## config.mk

```make
export PLATFORM = sky130hd
export DESIGN_NAME = sat_timer
export DESIGN_NICKNAME = d
export VERILOG_FILES = /design/src/sat_pkg.sv /design/src/sat_prescale.sv /design/src/sat_timer.sv
export VERILOG_INCLUDE_DIRS = /design/src
export SDC_FILE = /design/constraint.sdc
export NUM_CORES = 1
export LEC_CHECK = 0
export BUFFER_PORTS_ARGS = -buffer_cell sky130_fd_sc_hd__buf_2
export CORE_UTILIZATION = 41
export CTS_BUF_LIST = sky130_fd_sc_hd__clkbuf_4
export DETAILED_ROUTE_END_ITERATION = 8
export PLACE_DENSITY = 0.67
export SLEW_MARGIN = 20
export SYNTH_ARGS = -nofsm -noshare
export SYNTH_HDL_FRONTEND = slang
export SYNTH_SLANG_ARGS = --single-unit
export TNS_END_PERCENT = 30
```

## constraint.sdc

```tcl
create_clock -name clock_i -period 2.05 [get_ports clock_i]
set_input_delay 0 -clock clock_i [delete_from_list [all_inputs] [get_ports clock_i]]
set_output_delay 0 -clock clock_i [all_outputs]
set_load 0.05 [all_outputs]
```

## src/sat_timer_defines.svh

```systemverilog
// Named offsets, field positions, reset values and divide counts of the split auto-reload timer.
// Assumes it is included by bare name from every file that needs a number.
`ifndef SAT_TIMER_DEFINES_SVH
`define SAT_TIMER_DEFINES_SVH

// ==========================================================================
// Special-function register addresses
`define SAT_ADDR_CTRL      8'hc8
`define SAT_ADDR_RELOAD_L  8'hca
`define SAT_ADDR_RELOAD_H  8'hcb
`define SAT_ADDR_COUNT_L   8'hcc
`define SAT_ADDR_COUNT_H   8'hcd

// ==========================================================================
// Control register bit positions
`define SAT_CTRL_HFLAG     7
`define SAT_CTRL_LFLAG     6
`define SAT_CTRL_LIEN      5
`define SAT_CTRL_CEN       4
`define SAT_CTRL_SPLIT     3
`define SAT_CTRL_RUN       2
`define SAT_CTRL_UNUSED    1
`define SAT_CTRL_XCLK      0

// ==========================================================================
// Values
`define SAT_BYTE_RESET     8'h00
`define SAT_BYTE_ZERO      8'h00
`define SAT_BYTE_MAX       8'hff
`define SAT_BYTE_ONE       8'h01
`define SAT_READ_NONE      8'h00
`define SAT_SYS_DIV        12
`define SAT_EXT_DIV        8

`endif

```

## src/sat_pkg.sv

```systemverilog
// Types shared by the split auto-reload timer files.
// Assumes the defines header is available for numeric values.
package sat_pkg;

	// ==========================================================================
	// Operating mode
	typedef enum logic [0:0] {
		SAT_MODE_WIDE  = 1'b0,
		SAT_MODE_SPLIT = 1'b1
	} sat_mode_t;

	typedef logic [7:0] sat_byte_t;

endpackage : sat_pkg

```

## src/sat_prescale.sv

```systemverilog
// Tick sources for the timer: system clock divided by 12, external oscillator divided by 8,
// and falling edges of the low-frequency oscillator, all as one-cycle system-clock pulses.
// Assumes both oscillator inputs are slow against the system clock (under half its rate).
`timescale 1ns/100ps
`default_nettype none
`include "sat_timer_defines.svh"

module sat_prescale #(
	parameter int unsigned SYS_DIV = `SAT_SYS_DIV,
	parameter int unsigned EXT_DIV = `SAT_EXT_DIV
) (
	input  wire logic clock_i,
	input  wire logic rstn_i,
	input  wire logic ext_osc_i,
	input  wire logic lfo_i,
	output logic      div12_tick_o,
	output logic      ext8_tick_o,
	output logic      lfo_fall_o
);
	import sat_pkg::*;

	// ==========================================================================
	// System clock divider
	logic [3:0] sys_cnt_r;
	logic       sys_wrap;
	assign sys_wrap     = (sys_cnt_r == 4'(SYS_DIV - 1));
	assign div12_tick_o = sys_wrap;

	always_ff @(posedge clock_i or negedge rstn_i) begin
		if (!rstn_i) begin
			sys_cnt_r <= 4'h0;
		end else begin
			sys_cnt_r <= sys_wrap ? 4'h0 : sys_cnt_r + 4'h1;
		end
	end

	// ==========================================================================
	// Oscillator synchronisers; the first stage feeds only the second.
	logic ext_meta_r, ext_sync_r, ext_prev_r;
	logic lfo_meta_r, lfo_sync_r, lfo_prev_r;
	logic [2:0] ext_cnt_r;
	logic ext_rise;
	logic ext_wrap;

	assign ext_rise    = ext_sync_r & ~ext_prev_r;
	assign ext_wrap    = ext_rise & (ext_cnt_r == 3'(EXT_DIV - 1));
	assign ext8_tick_o = ext_wrap;
	assign lfo_fall_o  = lfo_prev_r & ~lfo_sync_r;

	always_ff @(posedge clock_i or negedge rstn_i) begin
		if (!rstn_i) begin
			ext_meta_r <= 1'b0;
			ext_sync_r <= 1'b0;
			ext_prev_r <= 1'b0;
			lfo_meta_r <= 1'b0;
			lfo_sync_r <= 1'b0;
			lfo_prev_r <= 1'b0;
			ext_cnt_r  <= 3'h0;
		end else begin
			ext_meta_r <= ext_osc_i;
			ext_sync_r <= ext_meta_r;
			ext_prev_r <= ext_sync_r;
			lfo_meta_r <= lfo_i;
			lfo_sync_r <= lfo_meta_r;
			lfo_prev_r <= lfo_sync_r;
			if (ext_rise) begin
				ext_cnt_r <= ext_wrap ? 3'h0 : ext_cnt_r + 3'h1;
			end
		end
	end

endmodule : sat_prescale
`default_nettype wire

```

## src/sat_timer.sv

```systemverilog
// Split auto-reload 16-bit timer with control, reload and count registers on the SFR port.
// Assumes a single-cycle SFR write strobe and a read strobe answered one cycle later.
`timescale 1ns/100ps
`default_nettype none
`include "sat_timer_defines.svh"

module sat_timer (
	input  wire logic               clock_i,
	input  wire logic               rstn_i,
	input  wire logic [7:0]         sfr_addr_i,
	input  wire logic               sfr_wr_i,
	input  wire logic               sfr_rd_i,
	input  wire sat_pkg::sat_byte_t sfr_wdata_i,
	output var  sat_pkg::sat_byte_t sfr_rdata_o,
	input  wire logic               high_byte_clock_select_i,
	input  wire logic               low_byte_clock_select_i,
	input  wire logic               timer_global_irq_enable_i,
	input  wire logic               ext_osc_i,
	input  wire logic               lfo_i,
	output var  logic               irq_o
);
	import sat_pkg::*;

	function automatic logic byte_at_max(input sat_byte_t b);
		byte_at_max = (b == `SAT_BYTE_MAX);
	endfunction : byte_at_max

	// ==========================================================================
	// Reset release
	logic rst_meta_r, rst_sync_r, rstn_s;
	assign rstn_s = rst_sync_r;

	always_ff @(posedge clock_i or negedge rstn_i) begin
		if (!rstn_i) begin
			rst_meta_r <= 1'b0;
			rst_sync_r <= 1'b0;
		end else begin
			rst_meta_r <= 1'b1;
			rst_sync_r <= rst_meta_r;
		end
	end

	// ==========================================================================
	// State
	logic      high_overflow_flag_r, low_overflow_flag_r, low_byte_irq_enable_r;
	logic      lfo_capture_enable_r, run_control_r, ext_clock_select_r;
	sat_mode_t split_mode_select_r;
	sat_byte_t reload_low_byte_r, reload_high_byte_r;
	sat_byte_t count_low_byte_r, count_high_byte_r;
	sat_byte_t rdata_r;
	logic      cap_pulse_r;

	// ==========================================================================
	// Tick sources
	logic div12_tick, ext8_tick, lfo_fall;

	sat_prescale u_prescale (
		.clock_i      (clock_i),
		.rstn_i       (rstn_s),
		.ext_osc_i    (ext_osc_i),
		.lfo_i        (lfo_i),
		.div12_tick_o (div12_tick),
		.ext8_tick_o  (ext8_tick),
		.lfo_fall_o   (lfo_fall)
	);

	// ==========================================================================
	// Decode
	logic wr_ctrl, wr_rl_l, wr_rl_h, wr_cnt_l, wr_cnt_h;
	assign wr_ctrl  = sfr_wr_i & (sfr_addr_i == `SAT_ADDR_CTRL);
	assign wr_rl_l  = sfr_wr_i & (sfr_addr_i == `SAT_ADDR_RELOAD_L);
	assign wr_rl_h  = sfr_wr_i & (sfr_addr_i == `SAT_ADDR_RELOAD_H);
	assign wr_cnt_l = sfr_wr_i & (sfr_addr_i == `SAT_ADDR_COUNT_L);
	assign wr_cnt_h = sfr_wr_i & (sfr_addr_i == `SAT_ADDR_COUNT_H);

	// ==========================================================================
	// Counting
	logic is_split, divided_tick, low_tick, high_tick;
	logic low_inc, high_inc, low_ovf, high_ovf, cap_evt;

	assign is_split     = (split_mode_select_r == SAT_MODE_SPLIT);
	assign divided_tick = ext_clock_select_r ? ext8_tick : div12_tick;
	assign low_tick     = low_byte_clock_select_i | divided_tick;
	assign high_tick    = high_byte_clock_select_i | divided_tick;
	assign low_inc      = is_split ? low_tick : (run_control_r & low_tick);
	assign high_inc     = is_split ? (run_control_r & high_tick)
	                               : (low_inc & byte_at_max(count_low_byte_r));
	assign low_ovf      = low_inc & byte_at_max(count_low_byte_r);
	assign high_ovf     = high_inc & byte_at_max(count_high_byte_r);
	assign cap_evt      = lfo_capture_enable_r & timer_global_irq_enable_i & lfo_fall;

	// A software write to a count byte wins over the increment of that same cycle.
	sat_byte_t cnt_l_nxt, cnt_h_nxt, rl_l_nxt, rl_h_nxt, ctrl_rd;
	assign cnt_l_nxt = wr_cnt_l ? sfr_wdata_i :
	                   (low_ovf & (is_split | high_ovf)) ? reload_low_byte_r :
	                   low_ovf ? `SAT_BYTE_ZERO :
	                   low_inc ? count_low_byte_r + `SAT_BYTE_ONE : count_low_byte_r;
	assign cnt_h_nxt = wr_cnt_h ? sfr_wdata_i :
	                   high_ovf ? reload_high_byte_r :
	                   high_inc ? count_high_byte_r + `SAT_BYTE_ONE : count_high_byte_r;
	// Capture takes priority over a software reload write in the same cycle.
	assign rl_l_nxt  = cap_evt ? count_low_byte_r : (wr_rl_l ? sfr_wdata_i : reload_low_byte_r);
	assign rl_h_nxt  = cap_evt ? count_high_byte_r : (wr_rl_h ? sfr_wdata_i : reload_high_byte_r);

	logic hflag_nxt, lflag_nxt;
	// Hardware set wins over a software clear in the same cycle.
	assign hflag_nxt = high_ovf | (wr_ctrl ? sfr_wdata_i[`SAT_CTRL_HFLAG] : high_overflow_flag_r);
	assign lflag_nxt = low_ovf | (wr_ctrl ? sfr_wdata_i[`SAT_CTRL_LFLAG] : low_overflow_flag_r);

	// ==========================================================================
	// Read mux
	assign ctrl_rd = {high_overflow_flag_r, low_overflow_flag_r, low_byte_irq_enable_r,
	                  lfo_capture_enable_r, split_mode_select_r, run_control_r, 1'b0, ext_clock_select_r};
	sat_byte_t rd_sel;
	assign rd_sel = (sfr_addr_i == `SAT_ADDR_CTRL)     ? ctrl_rd :
	                (sfr_addr_i == `SAT_ADDR_RELOAD_L) ? reload_low_byte_r :
	                (sfr_addr_i == `SAT_ADDR_RELOAD_H) ? reload_high_byte_r :
	                (sfr_addr_i == `SAT_ADDR_COUNT_L)  ? count_low_byte_r :
	                (sfr_addr_i == `SAT_ADDR_COUNT_H)  ? count_high_byte_r : `SAT_READ_NONE;
	assign sfr_rdata_o = rdata_r;

	// ==========================================================================
	// Interrupt request: flags stay set, so a flag request stays pending until software clears; a capture request lasts one cycle.
	assign irq_o = timer_global_irq_enable_i &
	               (high_overflow_flag_r | (low_byte_irq_enable_r & low_overflow_flag_r) | cap_pulse_r);

	// ==========================================================================
	// Registers
	always_ff @(posedge clock_i or negedge rstn_s) begin
		if (!rstn_s) begin
			high_overflow_flag_r  <= 1'b0;
			low_overflow_flag_r   <= 1'b0;
			low_byte_irq_enable_r <= 1'b0;
			lfo_capture_enable_r  <= 1'b0;
			split_mode_select_r   <= SAT_MODE_WIDE;
			run_control_r         <= 1'b0;
			ext_clock_select_r    <= 1'b0;
			reload_low_byte_r     <= `SAT_BYTE_RESET;
			reload_high_byte_r    <= `SAT_BYTE_RESET;
			count_low_byte_r      <= `SAT_BYTE_RESET;
			count_high_byte_r     <= `SAT_BYTE_RESET;
			rdata_r               <= `SAT_BYTE_RESET;
			cap_pulse_r           <= 1'b0;
		end else begin
			high_overflow_flag_r <= hflag_nxt;
			low_overflow_flag_r  <= lflag_nxt;
			if (wr_ctrl) begin
				low_byte_irq_enable_r <= sfr_wdata_i[`SAT_CTRL_LIEN];
				lfo_capture_enable_r  <= sfr_wdata_i[`SAT_CTRL_CEN];
				split_mode_select_r   <= sat_mode_t'(sfr_wdata_i[`SAT_CTRL_SPLIT]);
				run_control_r         <= sfr_wdata_i[`SAT_CTRL_RUN];
				ext_clock_select_r    <= sfr_wdata_i[`SAT_CTRL_XCLK];
			end
			reload_low_byte_r  <= rl_l_nxt;
			reload_high_byte_r <= rl_h_nxt;
			count_low_byte_r   <= cnt_l_nxt;
			count_high_byte_r  <= cnt_h_nxt;
			rdata_r            <= sfr_rd_i ? rd_sel : rdata_r;
			cap_pulse_r        <= cap_evt;
		end
	end
endmodule : sat_timer
`default_nettype wire

```

==> results.json <==
{
  "status": "finished with violations",
  "violations": "setup timing",
  "grt-ovfl-total": 0,
  "path_class": "flip-flop to flip-flop",
  "synth.most_common_cell": "dfrtp_1",
  "grt_setup_unrepaired": "yes",
  "setup_viol": 11,
  "wl_per_cell_um": 17.6,
  "synth_commonest_cells": "dfrtp_1 (63), nand2_1 (36), mux2i_1 (34)",
  "cts_inserted_buffers": 9,
  "syn_avg_cell_area_um2": 9.79,
  "worstPathMaxFanout": 5,
  "path_clk_slew_ns": 0.11,
  "clockRootBuffer": "clkbuf_4",
  "max_cap_viol_count": 0,
  "fmax_mhz": 467,
  "seq_area_frac_synth_pct": 45.0,
  "io_buffers": 33,
  "io_pins": 34,
  "cp-start-kind": "flip-flop",
  "ir_worst_vdd_mv": 0.320,
  "dpl_cell_area_um2": 4000,
  "clk-insertion-delay-late_ns": 0.41,
  "first_pass_iters": 5,
  "viasPerCell": 5.82,
  "power.leakage_nw": 2.12,
  "slew_headroom_pct": 51.8,
  "final_antenna_net_count": 0,
  "grt_pass1_vias": 2978,
  "period_needed_ns": 2.14,
  "cts_buffer_depth": 2,
  "r2r_start": "u_prescale.ext_cnt_r[0]",
  "synth_seq_cells": 63,
  "drc_errors": 0,
  "grt_util_all_layers_pct": 22.7,
  "die_h_um": 94.5,
  "synth_ff_type": "dfrtp_1",
  "die-area_um2": 8920,
  "start_util_pct": 42.5,
  "dp_hpwl_um": 6650,
  "drt_iter0_markers": 204,
  "min-delay-start": "sfr_addr_i[1]",
  "htreeDepth": 3,
  "layout_setup_ws_ns": -0.0918,
  "syn_nets": 388,
  "grt_pass1_wl_um": 15200,
  "final_area_um2": 4440,
  "antennaDiodeCount": 0,
  "skew_ns": 0.0132,
  "row_count": 33,
  "hold_viol_final": 0,
  "syn_inst": 358,
  "nFillCells": 772,
  "fp.coreArea_um2": 8260,
  "synth_top_area_cell": "dfrtp_1",
  "p_per_area_nw_per_um2": 722,
  "yosysWarnings": 0,
  "cts.sinks": 63,
  "cp.required_ns": 2.34,
  "tritoncts": "done",
  "min_path_type": "input pin to flip-flop",
  "nets": 470,
  "dr_total_vias": 3199,
  "startpoint": "u_prescale.ext_cnt_r[0]",
  "worstMarginPinSlew_ns": 0.721,
  "crit_end": "count_high_byte_r[6]",
  "synth_area_leaders": "dfrtp_1 (45%), mux2i_1 (9.7%), nand2_1 (3.9%)",
  "layout-drive-gt1-share_pct": 28.3,
  "r2r_cells": 9,
  "ys_types": 57,
  "syn_to_final_growth_pct": 26.5,
  "r2r_end": "count_high_byte_r[6]",
  "grt_start_max_net_pins": 34,
  "hold_path_depth": 4,
  "worstPathArrival_ns": 2.43,
  "slew_violations": 0,
  "finish.utilization_pct": 53.7,
  "synth.cell_area_um2": 3510,
  "ff2ff_setup_slack_ns": -0.09,
  "p_total_mw": 3.20,
  "synthArstFlopShare_pct": 100,
  "post-route-period-util_pct": 104,
  "wl_um": 9670,
  "synth_top_area_share_pct": 45.0,
  "cp-end-kind": "flip-flop",
  "place_congestion": 0.895,
  "antenna_found_initial": 0,
  "fp.dieW_um": 94.5,
  "synth_edf_count": 0
}
==> through the flow <==
step / TNS, ns / setup slack, ns / hold slack (ns) / instances
after floorplan: 0 / 0.00785 / -0.296 / 358
after global placement: -1.43 / -0.187 / -0.213 / 513
after detailed placement: -2.30 / -0.237 / -0.210 / 513
after CTS: -0.251 / -0.0737 / 0.0454 / 547
after global routing: -1.48 / -0.149 / 0.0982 / 550
final: -0.388 / -0.0918 / 0.0799 / 550
==> final cells by class <==
class,instances,area (µm²),share of cell area (%)
clock buffers,10,75.1,1.69
clock inverters,6,61.3,1.38
inverters,8,30.0,0.677
multi-input cells,267,1900,42.9
flip-flops and latches,63,1580,35.6
well taps,105,131,2.96
repair buffers,91,656,14.8
==> what timing repair did <==
item	in CTS	in global routing
hold buffers	14	0
hold endpoints to repair	50	0
setup endpoints to repair	18	18
buffers inserted	3	3
cloned	1	0
pin swaps	7	8
gates resized for setup	8	12
==> logic make-up (layout without fill, tap and decap cells) <==
kind of cell | count (synthesis) | count (layout) | share of synthesized area (%)
simple gates | 117 | 117 | 17.2
compound gates | 94 | 95 | 18.1
flops | 63 | 63 | 45.0
mux | 44 | 44 | 12.9
buf+inv | 29 | 115 | 3.71
fa+ha+maj | 5 | 5 | 1.78
xor+xnor | 5 | 5 | 1.25
other cells | 1 | 1 | 0.107
==> report_power, final <==
| part | internal [mW] | total [mW] | switching (mW) | leakage, nW |
|---|---|---|---|---|
| clock network | 0.379 | 0.850 | 0.472 | 0.0661 |
| logic | 0.411 | 0.843 | 0.432 | 1.23 |
| registers | 1.39 | 1.51 | 0.126 | 0.826 |
==> sequential cells by signal, indices dropped and copies added, names as in the netlist, 3 cells and up <==
name                  cells
count_high_byte_r         8
u_prescale.ext_cnt_r      3
sfr_rdata_o               8
reload_low_byte_r         8
reload_high_byte_r        8
u_prescale.sys_cnt_r      4
count_low_byte_r          8
==> cell usage in the layout (no fill, tap or decap), drive strengths merged, types with 3 or more instances in the layout <==
| cell | instances |
|---|---|
| a211oi | 5 |
| a21o | 3 |
| a21oi | 20 |
| a22oi | 5 |
| a31oi | 6 |
| and3 | 5 |
| and4 | 6 |
| buf | 77 |
| clkbuf | 10 |
| clkinvlp | 3 |
| dfrtp | 63 |
| dlygate4sd3 | 14 |
| ha | 5 |
| inv | 8 |
| mux2 | 10 |
| mux2i | 34 |
| nand2 | 36 |
| nand2b | 6 |
| nand3 | 18 |
| nor2 | 22 |
| nor2b | 5 |
| nor3 | 11 |
| o21ai | 29 |
| o22ai | 7 |
| xnor2 | 3 |
==> worst max-delay path, stage by stage (launching register included) <==
cell      delay, ns
dfrtp_1        0.40
ha_2           0.20
ha_4           0.15
and4b_2        0.22
buf_6          0.13
o311ai_4       0.27
o41ai_4        0.18
buf_4          0.19
a31oi_2        0.19
o22ai_2        0.09
==> per-layer routing <==
| metal | wire (µm) | share of wire (%) | vias to the layer above | global-route usage (%) |
|---|---|---|---|---|
| li1 | - | - | 1479 | - |
| met3 | 546 | 5.6 | 26 | 3.38 |
| met1 | 4340 | 45 | 1543 | 30.3 |
| met4 | 343 | 3.5 | 0 | 11.2 |
| met2 | 4440 | 46 | 151 | 35.9 |
| met5 | 0 | 0 | - | 0 |
==> worst min path at each step <==
stage	slack, ns	endpoint
after floorplan	-0.30	rst_meta_r
after global placement	-0.21	rst_meta_r
after detailed placement	-0.21	rst_meta_r
after CTS	0.05	sfr_rdata_o[0]
after global routing	0.1	high_overflow_flag_r
final	0.08	sfr_rdata_o[0]
Note: power is estimated with default switching activity, not from simulation.
